**src/design/spwm_pkg.sv**
```systemverilog
// Overview of operation
// - pwm waveform on output pin, up to ten-bit resolution
// - all-zero control write releases the pin
// - unit picks one of three timebase timers
// - period is (period+1) x 4 x prescale clocks
// - at period match: restart, latch duty buffer
// - restart sets pin, except zero duty
// - timer postscaler ignored for pwm period
// - alignment zero: high[1:0], low[7:0]
// - alignment one: high[7:0], low[7:6]
// - duty writes anytime, applied next period
// - timebase low bits: clock phase or prescaler
// - timebase equal duty buffer clears pin
// - resolution log2(4(period+1)), ten at 255
// - duty above period leaves pin unchanged
// - timing scales directly with system clock
// - reset restores registers, pin becomes input
// - waveform also offered to internal blocks
package spwm_pkg;

    // unit control register layout
    localparam int unsigned CTL_EN_POS = 7;
    localparam int unsigned CTL_OE_POS = 6;
    localparam int unsigned CTL_OUT_POS = 5;
    localparam int unsigned CTL_FMT_POS = 4;
    localparam int unsigned CTL_MODE_HI = 3;
    localparam int unsigned CTL_MODE_LO = 2;
    localparam logic [1:0] CTL_MODE_PWM = 2'h3;

    // reset values
    localparam logic [7:0] CTL_RESET = 8'h00;
    localparam logic [7:0] DUTY_RESET = 8'h00;
    localparam logic [1:0] TSEL_RESET = 2'h0;
    localparam logic [9:0] DUTY_BUF_RESET = 10'h000;
    localparam logic [3:0] RES_RESET = 4'h2;

    // timebase timers
    localparam int unsigned NUM_TIMERS = 3;
    localparam int unsigned TSEL_W = 2;
    localparam int unsigned TIMEBASE_PRESCALE_FIELD_W = 3;
    localparam logic [2:0] TIMEBASE_PRESCALE_FIELD_1TO1 = 3'h0;
    localparam int unsigned TB_W = 10;

    // instruction clock is the system clock over four
    localparam int unsigned CLK_PERIOD_PS = 25000;
    localparam int unsigned INSTR_PERIOD_PS = 100000;
    localparam int unsigned INSTR_CYCLES = INSTR_PERIOD_PS / CLK_PERIOD_PS;
    localparam logic [1:0] PHASE_LAST = 2'(INSTR_CYCLES - 1);

    typedef enum logic [1:0]
    {
        ST_OFF = 2'b00,
        ST_ARMED = 2'b01,
        ST_RUN = 2'b11
    } spwm_state_t;

    typedef struct packed
    {
        spwm_state_t st;
        logic [7:0] ctl;
        logic [7:0] dh;
        logic [7:0] dl;
        logic [1:0] tsel;
        logic [1:0] phase;
        logic [9:0] duty_buf;
        logic out;
        logic oe;
        logic [3:0] res;
    } spwm_regs_t;

endpackage

```
**src/design/spwm_channel.sv**
```systemverilog
`timescale 1ns/1ps
`default_nettype none
module spwm_channel
    import spwm_pkg::*;
(
    // clock and reset
    input wire logic clk,
    input wire logic reset_n,
    // register writes
    input wire logic ctl_wr,
    input wire logic duty_high_wr,
    input wire logic duty_low_wr,
    input wire logic tsel_wr,
    input wire logic [7:0] wr_data,
    // register readback
    output logic [7:0] unit_control_rd,
    output logic [7:0] duty_high_rd,
    output logic [7:0] duty_low_rd,
    output logic [7:0] timer_source_select_rd,
    // timebase timers
    input wire logic [2:0][7:0] tmr_count,
    input wire logic [2:0][7:0] tmr_period,
    input wire logic [2:0][2:0] tmr_timebase_prescale_field,
    input wire logic [2:0][1:0] tmr_prebits,
    input wire logic [2:0] tmr_tick,
    output logic instr_tick,
    // pin and internal consumers
    input wire logic pin_direction_bit,
    output logic pwm_output_pin_out,
    output logic pwm_output_pin_oe,
    output logic pwm_internal_out,
    // status
    output logic pwm_active,
    output logic [3:0] pwm_resolution
);

    logic [1:0] rst_sync_q;
    logic rst_n_int;
    spwm_regs_t r_q;
    spwm_regs_t r_d;
    logic [7:0] sel_period;
    logic sel_boundary;
    logic [9:0] sel_tb;
    logic [9:0] duty_asm;
    logic pwm_mode;
    logic [7:0] ctl_wdata;

    // reset released through two flops, asserted at once
    always_ff @(posedge clk or negedge reset_n)
    begin
        if (!reset_n)
        begin
            rst_sync_q <= 2'h0;
        end
        else
        begin
            rst_sync_q <= {rst_sync_q[0], 1'b1};
        end
    end

    assign rst_n_int = rst_sync_q[1];

    spwm_tb_sel u_tb_sel
    (
        .tsel(r_q.tsel),
        .phase(r_q.phase),
        .tmr_count(tmr_count),
        .tmr_period(tmr_period),
        .tmr_timebase_prescale_field(tmr_timebase_prescale_field),
        .tmr_prebits(tmr_prebits),
        .tmr_tick(tmr_tick),
        .sel_period(sel_period),
        .sel_boundary(sel_boundary),
        .sel_tb(sel_tb)
    );

    spwm_duty_fmt u_duty_fmt
    (
        .duty_high(r_q.dh),
        .duty_low(r_q.dl),
        .fmt(r_q.ctl[CTL_FMT_POS]),
        .duty(duty_asm)
    );

    assign pwm_mode = r_q.ctl[CTL_EN_POS] &
        (r_q.ctl[CTL_MODE_HI:CTL_MODE_LO] == CTL_MODE_PWM);

    // the output data bit is read-only, so it is never stored from a write
    assign ctl_wdata = wr_data & ~(8'h01 << CTL_OUT_POS);

    function automatic logic [3:0] res_of(input logic [7:0] pr);
        logic [8:0] n;
        logic [3:0] res;
        n = {1'b0, pr} + 9'h001;
        res = 4'h2;
        for (int k = 1; k < 9; k++)
        begin
            if (n[k])
            begin
                res = 4'(k + 2);
            end
        end
        return res;
    endfunction

    always_comb
    begin
        r_d = r_q;
        // instruction phase runs straight off the system clock
        r_d.phase = r_q.phase + 2'h1;

        if (ctl_wr)
        begin
            r_d.ctl = ctl_wdata;
        end
        // duty writes accepted at any time
        if (duty_high_wr)
        begin
            r_d.dh = wr_data;
        end
        if (duty_low_wr)
        begin
            r_d.dl = wr_data;
        end
        if (tsel_wr)
        begin
            r_d.tsel = wr_data[TSEL_W-1:0];
        end
        // resolution registered from period in use
        r_d.res = res_of(sel_period);

        unique case (r_q.st)
            ST_OFF:
            begin
                // compare latch forced low while idle
                r_d.out = 1'b0;
                if (pwm_mode)
                begin
                    r_d.st = ST_ARMED;
                end
            end
            ST_ARMED, ST_RUN:
            begin
                if (!pwm_mode)
                begin
                    r_d.st = ST_OFF;
                    r_d.out = 1'b0;
                end
                // period match restarts and latches duty
                else if (sel_boundary)
                begin
                    r_d.st = ST_RUN;
                    r_d.duty_buf = duty_asm;
                    // set at restart unless duty is zero
                    r_d.out = (duty_asm != 10'h000);
                end
                // clear on timebase match; no match keeps level
                else if (r_q.st == ST_RUN && sel_tb == r_q.duty_buf)
                begin
                    r_d.out = 1'b0;
                end
            end
            default:
            begin
                r_d.st = ST_OFF;
                r_d.out = 1'b0;
            end
        endcase

        // drive only in pwm mode, output enabled, direction cleared
        r_d.oe = (r_d.st != ST_OFF) & r_d.ctl[CTL_OE_POS] & ~pin_direction_bit;
    end

    // every register returns to its reset value
    always_ff @(posedge clk or negedge rst_n_int)
    begin
        if (!rst_n_int)
        begin
            r_q.st <= ST_OFF;
            r_q.ctl <= CTL_RESET;
            r_q.dh <= DUTY_RESET;
            r_q.dl <= DUTY_RESET;
            r_q.tsel <= TSEL_RESET;
            r_q.phase <= 2'h0;
            r_q.duty_buf <= DUTY_BUF_RESET;
            r_q.out <= 1'b0;
            r_q.oe <= 1'b0;
            r_q.res <= RES_RESET;
        end
        else
        begin
            r_q <= r_d;
        end
    end

    // instruction clock offered to the timebase timers
    assign instr_tick = (r_q.phase == PHASE_LAST);

    assign pwm_output_pin_out = r_q.out;
    assign pwm_output_pin_oe = r_q.oe;
    // waveform to internal consumers regardless of pin enable
    assign pwm_internal_out = r_q.out;
    assign pwm_active = (r_q.st == ST_RUN);
    assign pwm_resolution = r_q.res;

    always_comb
    begin
        unit_control_rd = r_q.ctl;
        unit_control_rd[CTL_OUT_POS] = r_q.out;
    end

    assign duty_high_rd = r_q.dh;
    assign duty_low_rd = r_q.dl;
    assign timer_source_select_rd = {6'h00, r_q.tsel};
endmodule // spwm_channel
`default_nettype wire

```
**src/design/spwm_tb_sel.sv**
```systemverilog
`timescale 1ns/1ps
`default_nettype none
module spwm_tb_sel
    import spwm_pkg::*;
(
    // selection
    input wire logic [1:0] tsel,
    input wire logic [1:0] phase,
    // timers
    input wire logic [2:0][7:0] tmr_count,
    input wire logic [2:0][7:0] tmr_period,
    input wire logic [2:0][2:0] tmr_timebase_prescale_field,
    input wire logic [2:0][1:0] tmr_prebits,
    input wire logic [2:0] tmr_tick,
    // selected timer
    output logic [7:0] sel_period,
    output logic sel_boundary,
    output logic [9:0] sel_tb
);

    logic [2:0][7:0] g_count;
    logic [2:0][7:0] g_period;
    logic [2:0][9:0] g_tb;
    logic [2:0] g_bnd;
    logic [1:0] idx;

    // an unused select code falls back to the first timer
    assign idx = (tsel < 2'(NUM_TIMERS)) ? tsel : 2'h0;

    genvar i;
    generate
        for (i = 0; i < NUM_TIMERS; i++)
        begin : g_tmr
            logic hit;
            assign hit = (idx == 2'(i));
            assign g_period[i] = hit ? tmr_period[i] : 8'h00;
            assign g_count[i] = hit ? tmr_count[i] : 8'h00;
            // postscaler plays no part: boundary is the raw match
            assign g_bnd[i] = hit & tmr_tick[i] & (tmr_count[i] == tmr_period[i]);
            // low bits from clock phase at 1:1
            assign g_tb[i] = !hit ? 10'h000 :
                (tmr_timebase_prescale_field[i] == TIMEBASE_PRESCALE_FIELD_1TO1) ? {g_count[i], phase} :
                {g_count[i], tmr_prebits[i]};
        end
    endgenerate

    assign sel_period = g_period[0] | g_period[1] | g_period[2];
    assign sel_boundary = |g_bnd;
    assign sel_tb = g_tb[0] | g_tb[1] | g_tb[2];

endmodule // spwm_tb_sel
`default_nettype wire

```
**src/design/spwm_duty_fmt.sv**
```systemverilog
`timescale 1ns/1ps
`default_nettype none
module spwm_duty_fmt
    import spwm_pkg::*;
(
    // duty registers
    input wire logic [7:0] duty_high,
    input wire logic [7:0] duty_low,
    input wire logic fmt,
    // assembled ten-bit duty value
    output logic [9:0] duty
);

    always_comb
    begin
        duty = {duty_high[1:0], duty_low};
        if (fmt)
        begin
            duty = {duty_high, duty_low[7:6]};
        end
    end

endmodule // spwm_duty_fmt
`default_nettype wire

```
**config.mk**
```make
export PLATFORM = sky130hd
export DESIGN_NAME = spwm_channel
export DESIGN_NICKNAME = d
export VERILOG_FILES = /design/src/design/spwm_pkg.sv /design/src/design/spwm_channel.sv /design/src/design/spwm_tb_sel.sv /design/src/design/spwm_duty_fmt.sv
export SDC_FILE = /design/constraint.sdc
export NUM_CORES = 1
export LEC_CHECK = 0
export ABC_AREA = 1
export BUFFER_PORTS_ARGS = -buffer_cell sky130_fd_sc_hd__buf_2
export CAP_MARGIN = 20
export CELL_PAD_IN_SITES_DETAIL_PLACEMENT = 2
export CELL_PAD_IN_SITES_GLOBAL_PLACEMENT = 2
export CORE_AREA = 2 2 150 93
export CTS_CLUSTER_DIAMETER = 120
export DETAILED_ROUTE_END_ITERATION = 16
export DIE_AREA = 0 0 152 95
export MAX_ROUTING_LAYER = met4
export PLACE_DENSITY_LB_ADDON = 0.1
export SYNTH_ARGS = -nofsm -noshare
export SYNTH_HDL_FRONTEND = slang
export SYNTH_HIERARCHICAL = 1
export SYNTH_SLANG_ARGS = --single-unit
```
**constraint.sdc**
```tcl
create_clock -name clk -period 1.9 [get_ports clk]
set_input_delay 0.475 -clock clk [delete_from_list [all_inputs] [get_ports clk]]
set_output_delay 0.475 -clock clk [all_outputs]
set_load 0.02 [all_outputs]
```
==> metrics.md, run 1 <==
| Metric | Value |
|---|---|
| Status | `finished with violations` |
| Failing checks | `setup timing` |
| Starting Density | `between 20% and 30%` |
| Wire per inst | `roughly 16 um` |
| Worst-path maximum fanout | `5` |
| Vias in the first global route | `around 4000` |
| Crit Path Category | `flip-flop to flip-flop` |
| Post-synth EDFFs | `0` |
| # Max-Cap Violations | `0` |
| Syn. warnings | `6` |
| Post-synthesis sequential area ratio | `~34%` |
| Clk buf depth | `2` |
| Startpoint class of the critical path | `flip-flop` |
| Pint | `~2.1 mW` |
| CTS H-Tree Depth | `2` |
| Number of port buffers | `115` |
| R2R Path Start | `timer_source_select_rd[0]` |
| Cell at the slowest stage of the critical path | `dfrtp_1` |
| Ys async rst share | `100%` |
| Clock latency on the worst-skew pair | `slightly below 0.3 ns` |
| Vias | `3553` |
| GP Congestion | `between 0.7 and 0.8` |
| F_max | `just under 500 MHz` |
| Grt ovf | `0` |
| Core box area | `between 10000 and 15000 sq um` |
| Synth Area in Simple Gates | `between 20% and 30%` |
| Die Ht | `about 95 um` |
| Initial DRC Count | `120` |
| Netlist cell types | `32` |
| Syn Area/Cell | `around 7 sq um` |
| WP data arrival | `2.24 ns` |
| Crit path largest cell delay | `about 0.4 ns` |
| Seq pwr share | `approximately a third` |
| Reg2Reg Depth | `15` |
| Sw frac | `between 30% and 40%` |
| Area after DPL | `4350 sq um` |
| Drt drc | `0` |
| Mux contribution to synthesized area | `between 7 and 8%` |
| P_sw | `approximately 1.2 mW` |
| Fraction of final layout cells sized beyond drive strength 1 | `39.9%` |
| Reg-to-reg endpoint | `pwm_internal_out` |
| Worst setup EP type | `flip-flop` |
| PnR worst setup slack | `-0.161 ns` |
| Post-synthesis compound-gate area fraction | `under 10%` |
| Worst clock skew | `0.00432 ns` |
| Synth Cell Area | `about 3500 sq um` |
| Post-Syn Instances | `about 500` |
| CP Data Required Time | `2.08 ns` |
| Final nets | `roughly 730` |
| Ports | `approximately 120` |
| Worst-margin pin slew | `~0.5 ns` |
| Register-to-register path setup slack | `-0.16 ns` |
| Die ar. | `between 10000 and 15000 sq um` |
| Slew Viols, Final | `0` |
| Peak VDD IR | `about 0.31 mV` |
| Leading register cell type out of synthesis | `dfrtp_1` |
| DP HPWL | `between 10000 and 15000 um` |
| Worst rel slew slack | `approximately 66%` |
| Clock Pin Slew Worst Setup and Hold Paths | `0.06 ns` |
| Clock buffer count from CTS | `5` |
| Final ANT Viol Nets | `0` |
| Pwr Total | `between 3 and 4 mW` |
| Final setup fails | `15` |
| Die Span X | `about 150 um` |
| Leak | `2.61 nW` |
| Final wirelength | `13200 um` |
| Clock power share | `around a quarter` |
| RSZ-0062 raised after global routing | `yes` |
| Final worst path period share | `108%` |
| Root Buffer | `clkbuf_16` |
| Synth-to-layout area growth | `38.3%` |
| Largest family of logic cells by synthesized area | `simple AND/OR/NAND/NOR gates` |
| Power per cell area | `685 nW/um^2` |
| Clk sinks | `47` |
| FP Rows | `33` |
| Initial antenna violation count | `0` |
| CP Cell Sequence | `buf_6 -> ha_4 -> buf_6 -> buf_6 -> nand2_2 -> o211ai_1 -> buf_4 -> nand2_2 -> nand2_1 -> nor2_1 -> nand2_1 -> nor2_2 -> nand2_1 -> nand3_1 -> nand2_1` |
| Design area | `4790 sq um` |
| Global-route usage over all layers | `19.4%` |
| Largest net degree at the start of global routing | `20` |
| Combinational power share | `between 30% and 40%` |
| First-pass GRT wire length | `between 20000 and 25000 um` |
| CTS tree | `yes` |
| Diodes inserted | `0` |
| Final hold violations | `0` |
| Synth Area in XOR/XNOR | `under 10%` |
| Most frequent CP cell | `nand2_1` |
| Minimum clock period | `2.06 ns` |
| Worst min path class | `flip-flop to async pin` |
| #FFs+latches synth | `47` |
| Adder-Cell Fraction of Synth Area | `~1.4%` |
| Initial DRT Pass Iterations | `4` |
| Vias per std cell | `between 4 and 5` |
[worst max-delay path: cells and delay by family (launching register included)]
| family | cells | cell delay, ns |
|---|---|---|
| flops | 1 | 0.41 |
| compound gates | 1 | 0.17 |
| simple gates | 9 | 0.64 |
| fa+ha+maj | 1 | 0.18 |
| buf+inv | 4 | 0.56 |
[layout make-up]
class,instances,area (sq um)
multi-input combinational,330,1820
timing repair buffer,183,1150
fill,1569,8470
tap,175,219
inverter,73,282
sequential,47,1180
clock inverter,1,5.00
clock buffer,7,133
[registers in the layout, summed over array words and instances (netlist names)]
register / flops
r_q: 14
pwm_internal_out: 1
duty_high_rd: 8
unit_control_rd: 7
pwm_resolution: 4
rst_sync_q: 2
timer_source_select_rd: 2
pwm_output_pin_oe: 1
duty_low_rd: 8
[worst max-delay path by stage]
stage / start / end / slack, ns / cells after the start
3_5_place_dp: timer_source_select_rd[0] / pwm_resolution[0] / -0.40 / 12
2_1_floorplan: timer_source_select_rd[0] / pwm_resolution[2] / -0.17 / 14
5_1_grt: timer_source_select_rd[0] / pwm_internal_out / -0.30 / 15
6_report: timer_source_select_rd[0] / pwm_internal_out / -0.16 / 15
4_1_cts: timer_source_select_rd[0] / pwm_internal_out / -0.17 / 15
3_3_place_gp: timer_source_select_rd[0] / pwm_resolution[0] / -0.30 / 12
[layout by cell type (no fill, tap or decap), types with 2 or more instances in the layout]
cell type  instances
nand2_1          175
o21ai_0           11
xor2_1             4
o21ai_1            4
buf_2            115
clkbuf_16          5
buf_6             10
nand2_4            3
nor4_1             2
buf_12             2
ha_4               2
nor3_1             4
nor2_2             2
nand3_2            3
dfrtp_2            2
o211ai_1          13
buf_4             55
nor2_1            26
inv_2              7
clkbuf_1           2
nand3_1           13
a21oi_1            4
o21ai_2            4
dfrtp_1           44
inv_1             64
mux2_2            22
nand2_2            7
conb_1             7
nand3_4            3
nor2_4             4
xnor2_1            5
nand4_1            3
[power by group through the flow]
| stage | Sequential, mW | Combinational [mW] | Clock (mW) |
|---|---|---|---|
| floorplan | 1.16 | 0.743 | 0 |
| detailed placement | 1.17 | 1.11 | 0 |
| finish | 1.15 | 1.27 | 0.861 |
| global placement | 1.16 | 1.07 | 0 |
| global route | 1.17 | 1.39 | 0.938 |
| CTS | 1.15 | 1.25 | 0.894 |
[layer usage]
metal | track usage [%] | vias to the layer above | wire (um)
met1 | 28.2 | 1714 | 7130
met4 | 1.48 | 0 | 0
met3 | 3.21 | 0 | 452
met2 | 29.5 | 71 | 5630
li1 | - | 1768 | -
met5 | - | - | 0
[what timing repair did]
item / in CTS / in global routing
resized for setup: 43 / 13
endpoints found under the setup margin: 16 / 15
hold endpoints to repair: 2 / 0
pin swaps: 25 / 13
hold buffers: 1 / 0
buffers inserted: 13 / 1
[cells in the mapped netlist (3+ instances only)]
cell,instances,area (sq um)
a21oi_1,5,25.0
buf_2,5,25.0
buf_4,39,293
buf_6,3,33.8
dfrtp_1,46,1150
ha_1,4,50.1
inv_1,70,263
inv_2,3,11.3
mux2_2,22,248
nand2_1,182,683
nand2_2,3,18.8
nand3_1,17,85.1
nand4_1,3,18.8
nor2_1,28,105
nor3_1,5,25.0
o211ai_1,13,97.6
o21ai_0,18,90.1
xnor2_1,5,43.8
xor2_1,4,35.0
[cells by family after synthesis]
group,Yosys count
compound gates,39
xor+xnor,10
fa+ha+maj,4
buf+inv,121
flops,47
mux,22
other cells,2
simple gates,248
[through the flow]
stage / util [%] / hold slack [ns] / TNS [ns] / std cells / setup slack, ns
3_3_place_gp: 32.8 / 0.222 / -3.59 / 793 / -0.295
2_1_floorplan: - / 0.179 / -0.555 / 498 / -0.169
3_5_place_dp: 32.8 / 0.229 / -4.39 / 793 / -0.400
6_report: 36.1 / 0.213 / -1.68 / 816 / -0.161
4_1_cts: 35.8 / 0.236 / -0.715 / 815 / -0.169
5_1_grt: 36.1 / 0.258 / -3.73 / 816 / -0.297
No activity file was read; power rests on OpenSTA's default activity.
==> run 2: changes to the inputs <==
--- a/config.mk
+++ b/config.mk
@@ -10,10 +10,10 @@
 export CAP_MARGIN = 20
 export CELL_PAD_IN_SITES_DETAIL_PLACEMENT = 2
 export CELL_PAD_IN_SITES_GLOBAL_PLACEMENT = 2
-export CORE_AREA = 2 2 150 93
+export CORE_AREA = 2 2 159 99
 export CTS_CLUSTER_DIAMETER = 120
 export DETAILED_ROUTE_END_ITERATION = 16
-export DIE_AREA = 0 0 152 95
+export DIE_AREA = 0 0 161 101
 export MAX_ROUTING_LAYER = met4
 export PLACE_DENSITY_LB_ADDON = 0.1
 export SYNTH_ARGS = -nofsm -noshare
==> constraint.sdc (replaced) <==
create_clock -name clk -period 1.8 [get_ports clk]
set_input_delay 0.45 -clock clk [delete_from_list [all_inputs] [get_ports clk]]
set_output_delay 0.45 -clock clk [all_outputs]
set_load 0.02 [all_outputs]
==> metrics.md, run 2 (synthesis gave the netlist of run 1 again) <==
| Metric | Value |
|---|---|
| Most frequent cells in the layout | `nand2_1, buf_2, inv_1` |
| Final worst path period share | `112%` |
| Initial antenna violation count | `0` |
| Clock latency on the worst-skew pair | `approximately 0.3 ns` |
| Grt ovf | `0` |
| Initial DRT Pass Iterations | `4` |
| Sw frac | `a little over a third` |
| Placement Setup Slack | `-0.400 ns` |
| Worst clock skew | `between 0.007 and 0.008 ns` |
| Worst-margin pin slew | `~0.62 ns` |
| Vias in the first global route | `3898` |
| Vias per std cell | `4.19` |
| # Max-Cap Violations | `0` |
| Combinational power share | `between 30% and 40%` |
| Final setup fails | `15` |
| Peak VDD IR | `just under 0.3 mV` |
| Seq pwr share | `between 30% and 40%` |
| P_sw | `about 1.3 mW` |
| Starting Density | `around a quarter` |
| Clk sinks | `between 40 and 50` |
| Power per cell area | `slightly above 700 nW/um^2` |
| CTS H-Tree Depth | `2` |
| Area after DPL | `about 4400 sq um` |
| Hold WS | `roughly 0.28 ns` |
| Diodes inserted | `0` |
| Worst rel slew slack | `just under 60%` |
| Synth-to-layout area growth | `37.6%` |
| Final nets | `720` |
| RSZ-0062 raised after global routing | `yes` |
| Pwr Total | `about 3.5 mW` |
| Die Ht | `about 100 um` |
| Clock power share | `27.6%` |
| Design area | `4760 sq um` |
| Final hold violations | `0` |
| Max reg flops | `14` |
| Minimum clock period | `roughly 2 ns` |
| Largest net degree at the start of global routing | `25` |
| Number of port buffers | `about 120` |
| Post-Layout Cell Count | `839` |
| Global-route usage over all layers | `approximately 17%` |
| Wire per inst | `around 15 um` |
| Vias | `between 3000 and 4000` |
| Worst-path maximum fanout | `8` |
| First-pass GRT wire length | `approximately 21000 um` |
| Initial DRC Count | `131` |
| Slew Viols, Final | `0` |
| Ports | `between 100 and 150` |
| Core box area | `between 10000 and 15000 sq um` |
| F_max | `between 400 and 500 MHz` |
| Leak | `about 2.6 nW` |
| Fill cells | `between 1500 and 2000` |
| PnR worst setup slack | `-0.220 ns` |
| Multi-input logic area | `~1800 sq um` |
| Setup TNS | `-1.79 ns` |
| Worst setup EP type | `flip-flop` |
| Reg with most FFs | `r_q` |
| CP Data Required Time | `between 1.5 and 2 ns` |
| Status | `finished with violations` |
| Die Span X | `~160 um` |
| DP HPWL | `11100 um` |
| Clk buf depth | `2` |
| Failing checks | `setup timing` |
| Drt drc | `0` |
| Clock buffer count from CTS | `5` |
| Startpoint class of the critical path | `flip-flop` |
| CTS tree | `yes` |
| Final wirelength | `about 13000 um` |
| WP data arrival | `2.21 ns` |
| Pint | `2.20 mW` |
| GP Congestion | `0.797` |
| Fraction of final layout cells sized beyond drive strength 1 | `39.0%` |
| Dpl cells | `around 800` |
| FP Rows | `35` |
| Root Buffer | `clkbuf_16` |
| Final Util | `32.0%` |
| Reg area | `between 1000 and 1500 sq um` |
| Most common cell after layout, fill and taps aside | `nand2_1` |
| Worst min path class | `flip-flop to async pin` |
| Clock Pin Slew Worst Setup and Hold Paths | `approximately 0.070 ns` |
| Final ANT Viol Nets | `0` |
| Die ar. | `16300 sq um` |
| Crit Path Category | `flip-flop to flip-flop` |
-- run 2: final cells by class --
type | instances | area share (%)
Timing Repair Buffer | 178 | 23.1
Tap cell | 203 | 5.33
Clock buffer | 5 | 2.63
Sequential cell | 47 | 24.7
Inverter | 73 | 5.86
Clock inverter | 3 | 0.394
Multi-Input combinational cell | 330 | 37.9
-- run 2: critical path, stage by stage, from the launching register on --
cell,delay [ns]
dfrtp_1,0.38
buf_4,0.14
ha_2,0.19
buf_12,0.14
buf_8,0.12
nand2_2,0.04
o211ai_1,0.17
nand2_1,0.12
nand2_1,0.06
nor2_2,0.12
nand2_1,0.07
nor2_2,0.13
nand2_1,0.09
nand3_1,0.08
nand2_1,0.05
-- run 2: final timing paths --
kind                                      startpoint                 end  slack, ns  depth (start not counted)
max in group asynchronous              rst_sync_q[1]  unit_control_rd[7]       0.96                          1
min in group clk                   pin_direction_bit   pwm_output_pin_oe       0.33                          2
hold reg to reg                        rst_sync_q[1]   pwm_output_pin_oe       0.28                          0
hold / removal                         rst_sync_q[1]   pwm_output_pin_oe       0.28                          0
setup / recovery           timer_source_select_rd[0]    pwm_internal_out      -0.22                         14
setup reg to reg           timer_source_select_rd[0]    pwm_internal_out      -0.22                         14
-- run 2: power by group through the flow --
stage	registers [mW]	clock network (mW)	logic, mW
final	1.21	0.955	1.29
after global routing	1.23	1.04	1.44
after detailed placement	1.24	0	1.20
after floorplan	1.22	0	0.784
after CTS	1.22	0.986	1.28
after global placement	1.23	0	1.17
-- run 2: per-layer routing --
layer	part of all wire, %	track usage (%)	vias up
li1	-	-	1753
met2	41	25.4	66
met1	54	24.6	1690
met3	4.1	3.33	9
met4	0.41	2.06	0
met5	0	-	-
-- run 2: timing repair --
action | in CTS | in global routing
resized for setup | 25 | 13
setup buffers | 6 | 1
pin swaps | 22 | 15
hold buffers | 1 | 0
hold endpoints to repair | 2 | 0
endpoints found under the setup margin | 15 | 16
==> run 3: changes to the inputs <==
--- a/config.mk
+++ b/config.mk
@@ -15,7 +15,7 @@
 export DETAILED_ROUTE_END_ITERATION = 16
 export DIE_AREA = 0 0 161 101
 export MAX_ROUTING_LAYER = met4
-export PLACE_DENSITY_LB_ADDON = 0.1
+export PLACE_DENSITY = 0.79
 export SYNTH_ARGS = -nofsm -noshare
 export SYNTH_HDL_FRONTEND = slang
 export SYNTH_HIERARCHICAL = 1
==> metrics.md, run 3 (synthesis gave the netlist of run 1 again) <==
| Metric | Value |
|---|---|
| Status | `finished with violations` |
| Failing checks | `setup timing` |
| Clk buf depth | `2` |
| Clock Pin Slew Worst Setup and Hold Paths | `around 0.06 ns` |
| GP Congestion | `roughly 0.82` |
| Minimum clock period | `between 2 and 2.5 ns` |
| Worst-path maximum fanout | `7` |
| Crit Path Category | `flip-flop to flip-flop` |
| CP Data Required Time | `approximately 2.0 ns` |
| First-pass GRT wire length | `around 21000 um` |
| Pwr Total | `~3.6 mW` |
| CTS tree | `yes` |
| Fraction of final layout cells sized beyond drive strength 1 | `39.8%` |
| CP Cell Sequence | `buf_6 -> inv_4 -> ha_4 -> buf_12 -> nand2_2 -> o211ai_1 -> ha_2 -> nand2_2 -> inv_2 -> nand3_4 -> xor2_1 -> nand2_1 -> a21oi_1` |
| Leak | `approximately 2.5 nW` |
| CTS H-Tree Depth | `2` |
| Most frequent cells in the layout | `nand2_1, buf_2, inv_1` |
| WP data arrival | `~2.4 ns` |
| Synth-to-layout area growth | `36.0%` |
| Final setup fails | `16` |
| Grt ovf | `0` |
| DP HPWL | `10700 um` |
| Root Buffer | `clkbuf_16` |
| Reg with most FFs | `r_q` |
| Clk sinks | `47` |
| Peak VDD IR | `0.361 mV` |
| Clock buffer count from CTS | `5` |
| Worst clock skew | `0.00397 ns` |
| Largest net degree at the start of global routing | `46` |
| Ports | `~120` |
| Routed length on met2 | `just under 6000 um` |
| Max reg flops | `14` |
| Highest metal used | `met4` |
| Core box area | `between 10000 and 15000 sq um` |
| Number of port buffers | `115` |
| Clock latency on the worst-skew pair | `between 0.2 and 0.3 ns` |
| Die Span X | `approximately 160 um` |
| Final ANT Viol Nets | `0` |
| Drt drc | `0` |
| Crit path largest cell delay | `about 0.4 ns` |
| FP Rows | `35` |
| Worst rel slew slack | `between 60% and 70%` |
| Initial DRT Pass Iterations | `4` |
| PnR worst setup slack | `-0.335 ns` |
| Vias in the first global route | `~4000` |
| Final hold violations | `0` |
| Cell at the slowest stage of the critical path | `dfrtp_1` |
| Die ar. | `around 16000 sq um` |
| Vias | `3553` |
| Initial DRC Count | `between 100 and 150` |
| Worst min path class | `input pin to flip-flop` |
| F_max | `approximately 470 MHz` |
| Global-route usage over all layers | `17.1%` |
| Fill cells | `around 1800` |
| Wire per inst | `between 15 and 20 um` |
| Worst-margin pin slew | `slightly below 0.6 ns` |
| Final nets | `700` |
| Startpoint class of the critical path | `flip-flop` |
| RSZ-0062 raised after global routing | `yes` |
| Slew Viols, Final | `0` |
| Wire length on met3 | `716 um` |
| Final wirelength | `roughly 13000 um` |
| Initial antenna violation count | `1` |
| Most common cell after layout, fill and taps aside | `nand2_1` |
| # Max-Cap Violations | `0` |
| Vias per std cell | `4.33` |
| Worst setup EP type | `flip-flop` |
| Power per cell area | `771 nW/um^2` |
| Placement Setup Slack | `-0.420 ns` |
| Die Ht | `101 um` |
| Hold WS | `around 0.31 ns` |
| Most frequent CP cell | `nand2_2` |
| Multi-input logic area | `between 1500 and 2000 sq um` |
| Reg area | `1180 sq um` |
| Final worst path period share | `119%` |
| Starting Density | `between 20% and 30%` |
| Setup TNS | `-4.32 ns` |
| DRT met1 WL | `6540 um` |
==> run 3: worst max-delay path, delay by kind of cell, from the launching register on <==
family                     cells  cell delay, ns
buffers and inverters          4            0.41
xor gates and xnor gates       1            0.19
AOI/OAI and AO/OA              2            0.29
DFF                            1            0.40
and+or+nand+nor                4            0.30
adders and majority gates      2            0.46
==> run 3: area by class of cell <==
cell class	instances	share of cell area, %
multi-input combinational	330	39.2
sequential	47	25.0
timing repair buffer	158	20.7
inverter	73	5.98
tap	203	5.39
clock buffer	6	2.95
clock inverter	2	0.744
antenna	1	0.0531
==> run 3: through the flow <==
step | util (%) | instances | instance area (sq um)
after global placement | 28.0 | 792 | 4170
after CTS | 31.2 | 818 | 4650
after floorplan | - | 498 | 3520
after detailed placement | 28.0 | 792 | 4170
after global routing | 31.6 | 820 | 4710
final | 31.6 | 820 | 4710
==> run 3: what timing repair did <==
| action | CTS | global route |
|---|---|---|
| gates cloned | 1 | 0 |
| buffers inserted | 16 | 1 |
| gates resized for setup | 51 | 16 |
| hold endpoints to repair | 2 | 0 |
| hold buffers | 1 | 0 |
| pin swaps | 30 | 8 |
| setup endpoints to repair | 16 | 16 |
==> run 3: layer usage <==
| metal | vias up | track usage, % |
|---|---|---|
| met5 | - | - |
| met4 | 0 | 2.68 |
| met3 | 15 | 3.99 |
| met2 | 86 | 26.9 |
| met1 | 1728 | 22.9 |
| li1 | 1724 | - |
==> run 3: report_power, final <==
| group | total (mW) | switching, mW | internal (mW) |
|---|---|---|---|
| clock | 1.10 | 0.405 | 0.691 |
| combinational | 1.33 | 0.783 | 0.545 |
| sequential | 1.21 | 0.0625 | 1.14 |
==> run 3: worst paths after layout <==
kind / from / endpoint / slack (ns) / depth (start not counted)
worst max register to register: timer_source_select_rd[1] / pwm_resolution[0] / -0.33 / 13
worst min-delay path: pin_direction_bit / pwm_output_pin_oe / 0.31 / 2
worst max-delay path: timer_source_select_rd[1] / pwm_resolution[0] / -0.33 / 13
worst min register to register: rst_sync_q[1] / unit_control_rd[1] / 0.36 / 1
max in group asynchronous: rst_sync_q[1] / r_q[44] / 1.03 / 1
min in group asynchronous: rst_sync_q[1] / unit_control_rd[1] / 0.36 / 1
